## config.mk

```make
export PLATFORM = sky130hd
export DESIGN_NAME = crt_ctrl
export DESIGN_NICKNAME = d
export VERILOG_FILES = /design/src/verilog/crt_ctrl.v /design/src/verilog/crt_done_delay.v
export VERILOG_INCLUDE_DIRS = /design/src /design/src/shared
export SDC_FILE = /design/constraint.sdc
export NUM_CORES = 1
export LEC_CHECK = 0
export ABC_AREA = 1
export BUFFER_PORTS_ARGS = -buffer_cell sky130_fd_sc_hd__buf_2
export CAP_MARGIN = 20
export CORE_UTILIZATION = 65
export DETAILED_ROUTE_END_ITERATION = 8
export PLACE_DENSITY = 0.85
export SKIP_LAST_GASP = 1
export SYNTH_ARGS = -nofsm -noshare
export SYNTH_HDL_FRONTEND = slang
export SYNTH_SLANG_ARGS = --single-unit
```

## constraint.sdc

```tcl
create_clock -name clk -period 23.1 [get_ports clk]
set_input_delay 3.465 -clock clk [delete_from_list [all_inputs] [get_ports clk]]
set_output_delay 3.465 -clock clk [all_outputs]
set_load 0.03 [all_outputs]
```

## src/shared/crt_consts.vh

```
`ifndef CRT_CONSTS_VH
`define CRT_CONSTS_VH

// ************************************************
// Register offsets
// ************************************************
`define CRT_ADDR_DONE_VOLT   8'h47
`define CRT_ADDR_DONE_DELAY  8'h48
`define CRT_ADDR_S3_RESTART  8'h49
`define CRT_ADDR_TERMINATE   8'h4A

// ************************************************
// Reset values
// ************************************************
`define CRT_RST_DONE_VOLT    8'h00
`define CRT_RST_DONE_DELAY   8'h00
`define CRT_RST_S3_RESTART   8'h00
`define CRT_RST_TERMINATE    8'h00

// ************************************************
// Field layouts
// ************************************************
`define CRT_DV_EN_BIT        7
`define CRT_DV_PCT_MSB       6
`define CRT_DD_HRS_MSB       5
`define CRT_S3_EN_BIT        0
`define CRT_TM_SUP_C10_BIT   5
`define CRT_TM_SOL_C10_BIT   4
`define CRT_TM_TMR_MSB       3
`define CRT_WMASK_DONE_VOLT  8'hFF
`define CRT_WMASK_DONE_DELAY 8'h3F
`define CRT_WMASK_S3_RESTART 8'h01
`define CRT_WMASK_TERMINATE  8'h3F

// ************************************************
// Stage codes
// ************************************************
`define CRT_STAGE_0          3'h0
`define CRT_STAGE_1          3'h1
`define CRT_STAGE_2          3'h2
`define CRT_STAGE_3          3'h3
`define CRT_STAGE_DONE       3'h4
`define CRT_NUM_STAGES       4

// ************************************************
// Arithmetic constants
// ************************************************
`define CRT_PCT_MAX          7'h63
`define CRT_PCT_SCALE        7'h64
`define CRT_S3_RESTART_PCT   7'h60
`define CRT_C5_DIV           3'h5
`define CRT_C10_DIV          4'hA

// ************************************************
// Timing
// ************************************************
`define CRT_CLK_HZ           36'd10000000
`define CRT_HALFHOUR_S       36'd1800
`define CRT_HALFHOUR_CYC     (`CRT_HALFHOUR_S * `CRT_CLK_HZ)

`endif

```

## src/verilog/crt_ctrl.v

```verilog
// What this block does
// In done stage with enable set, restart when battery falls below restart level.
// Threshold field is a seven-bit percent of Stage 2 voltage, capped at 99.
// Done stage means stage code 100b with charger logic active.
// Restart level follows temperature-compensated Stage 2 voltage when compensation enabled.
// Software keeps threshold below Stage 3 voltage and 4% above undervoltage.
// Non-zero delay field restarts in Stage 0 after that many half hours.
// All-zero delay field disables the timed restart from done.
// Stage 3 restart when current above C/5 or voltage below 96% of Stage 3.
// On supply with bit set, Stage 2 current below C/10 ends charging.
// On solar with bit set, Stage 2 current below C/10 ends charging.
// Stage 3 permit for active source turns that termination into Stage 3 entry.
// Timer expiry in a stage with term bit set ends charging, no fault.
// Timer expiry in a stage with term bit clear raises a fault.
// On solar power stage timers and timer termination are inactive.
// Restart level is threshold over hundred times Stage 2 voltage, continuously updated.
`include "crt_consts.vh"

module crt_ctrl #(
   parameter [35:0] HALFHOUR_CYCLES = `CRT_HALFHOUR_CYC
) (
   input  wire        clk,
   input  wire        rst,
   input  wire [7:0]  reg_addr,
   input  wire [7:0]  reg_wdata,
   input  wire        reg_wr,
   output reg  [7:0]  reg_rdata_r,
   input  wire [2:0]  charge_stage_code,
   input  wire        charger_logic_active,
   input  wire        solar_powered,
   input  wire        temp_comp_enable,
   input  wire        supply_stage3_permit,
   input  wire        solar_stage3_permit,
   input  wire [15:0] vbat_mv,
   input  wire [15:0] vs2_nominal_mv,
   input  wire [15:0] vs2_comp_mv,
   input  wire [15:0] vs3_mv,
   input  wire [15:0] iout_ma,
   input  wire [15:0] capacity_ma,
   input  wire [3:0]  stage_timer_expired,
   output wire        in_done_stage,
   output reg  [15:0] done_restart_voltage_r,
   output reg         restart_done_volt_r,
   output reg         restart_done_timer_r,
   output reg         restart_stage3_r,
   output reg         terminate_done_r,
   output reg         goto_stage3_r,
   output reg  [3:0]  timer_fault_r
);

   // ************************************************
   // Stage decode
   // ************************************************
   function stage_is;
      input [2:0] code;
      input [2:0] stage;
      input       active;
      begin
         stage_is = active && (code == stage);
      end
   endfunction

   // ************************************************
   // Register address decode
   // ************************************************
   // One decode shared by writes and reads keeps both paths on the same map
   function [3:0] reg_sel;
      input [7:0] addr;
      begin
         case (addr)
            `CRT_ADDR_DONE_VOLT:  reg_sel = 4'h1;
            `CRT_ADDR_DONE_DELAY: reg_sel = 4'h2;
            `CRT_ADDR_S3_RESTART: reg_sel = 4'h4;
            `CRT_ADDR_TERMINATE:  reg_sel = 4'h8;
            default:              reg_sel = 4'h0;
         endcase
      end
   endfunction

   wire [3:0] sel;

   assign sel = reg_sel(reg_addr);

   // ************************************************
   // Configuration registers
   // ************************************************
   reg  [7:0] done_restart_voltage_cfg_r;
   reg  [7:0] done_restart_delay_cfg_r;
   reg  [7:0] stage3_restart_cfg_r;
   reg  [7:0] charge_termination_cfg_r;

   // Every restart and termination feature comes out of reset disabled
   always @(posedge clk or posedge rst) begin
      if (rst) begin
         done_restart_voltage_cfg_r <= `CRT_RST_DONE_VOLT;
         done_restart_delay_cfg_r   <= `CRT_RST_DONE_DELAY;
         stage3_restart_cfg_r       <= `CRT_RST_S3_RESTART;
         charge_termination_cfg_r   <= `CRT_RST_TERMINATE;
      end else if (reg_wr) begin
         case (sel)
            4'h1: begin
               done_restart_voltage_cfg_r <= reg_wdata & `CRT_WMASK_DONE_VOLT;
            end
            4'h2: begin
               done_restart_delay_cfg_r <= reg_wdata & `CRT_WMASK_DONE_DELAY;
            end
            4'h4: begin
               stage3_restart_cfg_r <= reg_wdata & `CRT_WMASK_S3_RESTART;
            end
            4'h8: begin
               charge_termination_cfg_r <= reg_wdata & `CRT_WMASK_TERMINATE;
            end
            default: begin
            end
         endcase
      end
   end

   // Reserved bits are held at zero by the write masks; unmapped reads return zero
   always @(posedge clk or posedge rst) begin
      if (rst) begin
         reg_rdata_r <= 8'h00;
      end else begin
         case (sel)
            4'h1:                  reg_rdata_r <= done_restart_voltage_cfg_r;
            4'h2:                  reg_rdata_r <= done_restart_delay_cfg_r;
            4'h4:                  reg_rdata_r <= stage3_restart_cfg_r;
            4'h8:                  reg_rdata_r <= charge_termination_cfg_r;
            default:               reg_rdata_r <= 8'h00;
         endcase
      end
   end

   // ************************************************
   // Field extraction
   // ************************************************
   wire       dv_enable;
   wire [6:0] dv_pct_raw;
   wire [6:0] dv_pct;
   wire [5:0] dd_halfhours;
   wire       s3_restart_en;
   wire       sup_c10_term;
   wire       sol_c10_term;
   wire [3:0] tmr_term_en;

   assign dv_enable     = done_restart_voltage_cfg_r[`CRT_DV_EN_BIT];
   assign dv_pct_raw    = done_restart_voltage_cfg_r[`CRT_DV_PCT_MSB:0];
   // percent cap at 99
   assign dv_pct        = (dv_pct_raw > `CRT_PCT_MAX) ? `CRT_PCT_MAX : dv_pct_raw;
   assign dd_halfhours  = done_restart_delay_cfg_r[`CRT_DD_HRS_MSB:0];
   assign s3_restart_en = stage3_restart_cfg_r[`CRT_S3_EN_BIT];
   assign sup_c10_term  = charge_termination_cfg_r[`CRT_TM_SUP_C10_BIT];
   assign sol_c10_term  = charge_termination_cfg_r[`CRT_TM_SOL_C10_BIT];
   assign tmr_term_en   = charge_termination_cfg_r[`CRT_TM_TMR_MSB:0];

   // ************************************************
   // Stage state
   // ************************************************
   wire in_s2;
   wire in_s3;

   // done stage decode
   assign in_done_stage = stage_is(charge_stage_code, `CRT_STAGE_DONE, charger_logic_active);
   assign in_s2         = stage_is(charge_stage_code, `CRT_STAGE_2, charger_logic_active);
   assign in_s3         = stage_is(charge_stage_code, `CRT_STAGE_3, charger_logic_active);

   // ************************************************
   // Done-restart level
   // ************************************************
   wire [15:0] vs2_eff;
   wire [22:0] level_prod;
   wire [22:0] level_quot;
   wire [22:0] vbat_x100;

   // compensated Stage 2 voltage feeds the level
   assign vs2_eff    = temp_comp_enable ? vs2_comp_mv : vs2_nominal_mv;
   // level = pct / 100 * Vs2
   assign level_prod = vs2_eff * dv_pct;
   assign level_quot = level_prod / {16'h0000, `CRT_PCT_SCALE};

   // Registered so the level is re-evaluated every cycle yet never glitches the compare
   always @(posedge clk or posedge rst) begin
      if (rst)
         done_restart_voltage_r <= 16'h0000;
      else
         done_restart_voltage_r <= level_quot[15:0];
   end

   assign vbat_x100 = vbat_mv * `CRT_PCT_SCALE;

   // ************************************************
   // Timed restart from done
   // ************************************************
   wire dd_expired;

   // Each visit to done starts a fresh delay, since the counter clears outside it
   // half-hour delay counter
   crt_done_delay #(
      .HALFHOUR_CYCLES (HALFHOUR_CYCLES)
   ) u_delay (
      .clk             (clk),
      .rst             (rst),
      .run             (in_done_stage),
      .delay_halfhours (dd_halfhours),
      .expired_r       (dd_expired)
   );

   // ************************************************
   // Restart and termination conditions
   // ************************************************
   wire        cond_volt;
   wire        cond_timer;
   wire        cond_s3;
   wire [22:0] vs3_x96;
   wire [18:0] iout_x5;
   wire [19:0] iout_x10;
   wire        low_current;
   wire        c10_enabled;
   wire        s3_permit;
   wire        cond_c10;

   // voltage restart in done
   assign cond_volt  = dv_enable && in_done_stage && (vbat_mv < done_restart_voltage_r);
   // zero delay never expires
   assign cond_timer = in_done_stage && dd_expired;

   // Both sides of the 96% compare and the current side of each C/n compare are scaled up, so no division or rounding is needed
   assign vs3_x96 = vs3_mv * `CRT_S3_RESTART_PCT;
   assign iout_x5 = iout_ma * `CRT_C5_DIV;
   // Stage 3 restart on C/5 or 96%
   assign cond_s3 = s3_restart_en && in_s3 &&
                    ((iout_x5 > {3'h0, capacity_ma}) || (vbat_x100 < vs3_x96));

   assign iout_x10    = iout_ma * `CRT_C10_DIV;
   assign low_current = iout_x10 < {4'h0, capacity_ma};
   // supply C/10 enable; R10: solar C/10 enable
   assign c10_enabled = solar_powered ? sol_c10_term : sup_c10_term;
   assign s3_permit   = solar_powered ? solar_stage3_permit : supply_stage3_permit;
   assign cond_c10    = in_s2 && low_current && c10_enabled;

   // ************************************************
   // Stage timer expiry
   // ************************************************
   wire [3:0] tmr_term;
   wire [3:0] tmr_fault;

   genvar gi;
   generate
      // Expiry arrives as a one-cycle pulse, so no edge detector is needed here
      for (gi = 0; gi < `CRT_NUM_STAGES; gi = gi + 1) begin : g_tmr
         wire in_stage;
         assign in_stage = stage_is(charge_stage_code, gi[2:0], charger_logic_active);
         // solar disables timers
         // term bit ends charging
         assign tmr_term[gi]  = stage_timer_expired[gi] && in_stage && !solar_powered && tmr_term_en[gi];
         // clear bit means fault
         assign tmr_fault[gi] = stage_timer_expired[gi] && in_stage && !solar_powered && !tmr_term_en[gi];
      end
   endgenerate

   // ************************************************
   // Event pulses
   // ************************************************
   reg volt_seen_r;
   reg timer_seen_r;
   reg s3_seen_r;
   reg c10_seen_r;

   // Level conditions produce one pulse on their rising edge so the stage
   // machine is not asked twice while it is still reacting
   always @(posedge clk or posedge rst) begin
      if (rst) begin
         volt_seen_r          <= 1'b0;
         timer_seen_r         <= 1'b0;
         s3_seen_r            <= 1'b0;
         c10_seen_r           <= 1'b0;
         restart_done_volt_r  <= 1'b0;
         restart_done_timer_r <= 1'b0;
         restart_stage3_r     <= 1'b0;
         terminate_done_r     <= 1'b0;
         goto_stage3_r        <= 1'b0;
         timer_fault_r        <= 4'h0;
      end else begin
         volt_seen_r          <= cond_volt;
         timer_seen_r         <= cond_timer;
         s3_seen_r            <= cond_s3;
         c10_seen_r           <= cond_c10;
         // voltage restart pulse
         restart_done_volt_r  <= cond_volt && !volt_seen_r;
         // A voltage restart in the same cycle wins and the timed one is dropped
         // timed restart to Stage 0
         restart_done_timer_r <= cond_timer && !timer_seen_r && !(cond_volt && !volt_seen_r);
         // Stage 3 restart pulse
         restart_stage3_r     <= cond_s3 && !s3_seen_r;
         // permit redirects to Stage 3
         goto_stage3_r        <= cond_c10 && !c10_seen_r && s3_permit;
         // low current or timer ends charging
         terminate_done_r     <= (cond_c10 && !c10_seen_r && !s3_permit) || (|tmr_term);
         // fault pulses
         timer_fault_r        <= tmr_fault;
      end
   end

endmodule // crt_ctrl

```

## src/verilog/crt_done_delay.v

```verilog
`include "crt_consts.vh"

// ************************************************
// Half-hour delay counter for the done stage
// ************************************************
module crt_done_delay #(
   parameter [35:0] HALFHOUR_CYCLES = `CRT_HALFHOUR_CYC
) (
   input  wire       clk,
   input  wire       rst,
   input  wire       run,
   input  wire [5:0] delay_halfhours,
   output reg        expired_r
);

   reg  [35:0] pre_r;
   reg  [5:0]  halves_r;
   wire        tick;

   assign tick = (pre_r == HALFHOUR_CYCLES - 36'd1);

   // Counting restarts from zero each time the done stage is entered
   always @(posedge clk or posedge rst) begin
      if (rst) begin
         pre_r     <= 36'h0;
         halves_r  <= 6'h00;
         expired_r <= 1'b0;
      end else if (!run) begin
         pre_r     <= 36'h0;
         halves_r  <= 6'h00;
         expired_r <= 1'b0;
      end else begin
         pre_r <= tick ? 36'h0 : pre_r + 36'd1;
         if (tick && halves_r != 6'h3F)
            halves_r <= halves_r + 6'h01;
         // A zero delay never expires
         expired_r <= (delay_halfhours != 6'h00) && (halves_r >= delay_halfhours);
      end
   end

endmodule // crt_done_delay
```

==> results_dict.tcl <==
set metrics [dict create \
    period_minus_slack_ps 15130 \
    min_period_over_period_pct 65.5 \
    die_area_um2 24000 \
    start_util_pct 66.7 \
    grt_pass1_vias 14300 \
    ys_ff_latch 101 \
    cts_hold_buffers 0 \
    post_cts_resized 0 \
    grt_max_degree 64 \
    vias_per_cell 5.49 \
    clkSinkCount 101 \
    cp-end-kind "register" \
    syn_nets 2535 \
    drc 0 \
    r2r-end "done_restart_voltage_r[0]" \
    htree_levels 3 \
    ant_nets 0 \
    hold_depth 1 \
    clk_transition_reported_paths_ps 70 \
    fp.dieH_um 155 \
    post_route_cells_drive_above_1_share_pct 14.6 \
    setup_violations 0 \
    clockRootBuffer "clkbuf_16" \
    synth_area_leaders "ha_1, dfrtp_1, fa_1, inv_1, nand2_1" \
    rsz0062_at_grt "no" \
    overflow 0 \
    fmax_mhz 66.1 \
    seq_area_frac_synth_pct 16.6 \
    crit_start "temp_comp_enable" \
    syn_area_um2 15200 \
    final_hold_viol_count 0 \
    gp_congestion 0.887 \
    required_ps 23340 \
    critPathLaunchType "primary input" \
    synth_edf_count 0 \
    reg2reg_slack_ps 10000 \
    async_reset_ff_share_pct 100 \
    reg2regPathDepth 95 \
    slew_viol_final 0 \
    rows 55 \
    final_nets 2691 \
    cp_slowest_cell "mux2i_1" \
    cp.arrival_ps 15370 \
    ioPinCount 161 \
    critPathKind "in2reg" \
    synth_top_area_share_pct 17.3 \
    hp-class "reg2reg" \
    cts_buffer_depth 2 \
    hpwlAfterDp_um 29300 \
    synthFlopType "dfrtp_1" \
    syn_area_per_cell_um2 7.18 \
    drt_iter0_drc 929 \
    tightest_slew_ps 991 \
    port_buffers 160 \
    area.growth.synth_to_final_pct 9.65 \
    maxCapViolCount 0 \
    slew_headroom_pct 33.7 \
    grt_usage_pct 30.5 \
    cts_setup_buffers 0 \
    wire_per_inst_um 13.5 \
    cts-buffers-inserted 9 \
    status "completed" \
    syn-instance-count 2116 \
    synth.distinct_cells 60 \
    crit_top_cell "nand2_2" \
    finalClockSkew_ps 12.2 \
    wirelength_um 35100 \
    critPathMaxStageDelay_ps 650 \
    synth_top_area_cell "ha_1" \
    grt_pass1_wl_um 60900 \
    insertion_delay_ps 350 \
    core_area_um2 22800 \
    die_x_um 155 \
    whs_endpoint "restart_stage3_r" \
    path_max_fanout 31 \
    n_antenna_cell 0 \
    r2r_start "done_restart_voltage_cfg_r[5]" \
    fin_setup_tns_ps 0 \
    yosys_warnings 0 \
    vias 14200 \
    cts_tree "built" \
    antenna_found_initial 0 \
    first_pass_iters 6 \
    worstHoldStart "s3_seen_r" \
]
[routing by layer]
metal	vias to the layer above	routed length [um]	GRT usage [%]
met2	410	17700	56.2
met5	-	0	0
met3	82	1600	3.59
met4	0	1140	12.1
met1	6649	14600	35.9
li1	7078	-	-
[final cells by class]
cell class | count | area, um2
Clock buffer | 10 | 239
Clock inverter | 6 | 86.3
Fill cell | 1808 | 6110
Inverter | 448 | 1690
Multi-Input combinational cell | 1551 | 10900
Sequential cell | 101 | 2530
Tap cell | 313 | 392
Timing Repair Buffer | 161 | 808
[cell usage after synthesis, types with 8 or more instances]
| cell type | number |
|---|---|
| nor4_1 | 13 |
| inv_1 | 419 |
| clkbuf_1 | 14 |
| nand3_1 | 106 |
| nor2_1 | 203 |
| o21ai_0 | 67 |
| o21bai_1 | 20 |
| nand2_4 | 26 |
| o221ai_1 | 9 |
| xnor2_1 | 22 |
| nand2_1 | 402 |
| inv_2 | 26 |
| nor2_2 | 8 |
| a21oi_1 | 103 |
| nand2_2 | 52 |
| nor3_1 | 24 |
| xor2_1 | 46 |
| nand4_1 | 41 |
| fa_1 | 82 |
| nand3b_1 | 8 |
| nand3_2 | 9 |
| ha_1 | 210 |
| o21ai_1 | 15 |
| dfrtp_1 | 101 |
[critical path, delay by kind of cell]
family | cells | cell delay (ps)
fa+ha+maj | 5 | 2450
simple gates | 78 | 7890
buf+inv | 9 | 890
mux | 1 | 650
[worst max-delay path by stage]
stage,cells past startpoint,slack [ps],endpoint
6_report,93,7970,done_restart_voltage_r[0]
5_1_grt,94,6670,done_restart_voltage_r[0]
4_1_cts,90,8050,done_restart_voltage_r[0]
3_5_place_dp,90,7710,done_restart_voltage_r[0]
3_3_place_gp,94,8310,done_restart_voltage_r[0]
2_1_floorplan,94,9330,done_restart_voltage_r[0]
[metrics by stage]
step / util [%] / hold slack [ps] / cell area (um2) / setup WS [ps] / std cells
floorplan: - / 378 / 15200 / 9330 / 2116
global placement: 71.8 / 387 / 16300 / 8310 / 2574
detailed placement: 71.8 / 412 / 16300 / 7710 / 2574
CTS: 73.2 / 422 / 16700 / 8050 / 2590
global route: 73.2 / 435 / 16700 / 6670 / 2590
finish: 73.2 / 417 / 16700 / 7970 / 2590
[placed cells by master (no fill, tap or decap), types with 4 or more instances in the layout]
cell       instances
inv_1            418
nand2_1          402
ha_1             210
nor2_1           203
buf_2            160
nand3_1          106
a21oi_1          103
dfrtp_1          101
fa_1              82
o21ai_0           67
nand2_2           52
xor2_1            46
nand4_1           41
inv_2             26
nand2_4           26
nor3_1            24
xnor2_1           22
o21bai_1          20
o21ai_1           15
nor4_1            13
nand3_2            9
o221ai_1           9
clkbuf_16          9
nand3b_1           8
nor2_2             8
nor2_4             7
nand4_2            7
o211ai_1           7
o21a_1             7
nor3b_1            4
a21o_1             4
nand4_4            4
a211oi_1           4
[registers in the layout, summed over array words and instances (netlist names), 4 cells and up]
name	count
done_restart_voltage_cfg_r	8
done_restart_delay_cfg_r	6
charge_termination_cfg_r	6
u_delay.halves_r	6
u_delay.pre_r	36
timer_fault_r	4
reg_rdata_r	8
done_restart_voltage_r	16
[kinds of logic (layout without fill, tap and decap cells)]
family	after synthesis	after routing	synth area share, %
AO/OA/AOI/OAI	264	264	10.3
XOR/XNOR	70	70	4.21
adder cells (fa/ha/maj)	292	292	28.1
buffers and inverters	464	625	11.5
flip-flops	101	101	16.6
multiplexers	5	5	0.354
AND/OR/NAND/NOR	920	920	29.0
Power is left out: the tool's default activity adds up to more than one toggle a clock period on the data nets, which glitch-free logic cannot reach.
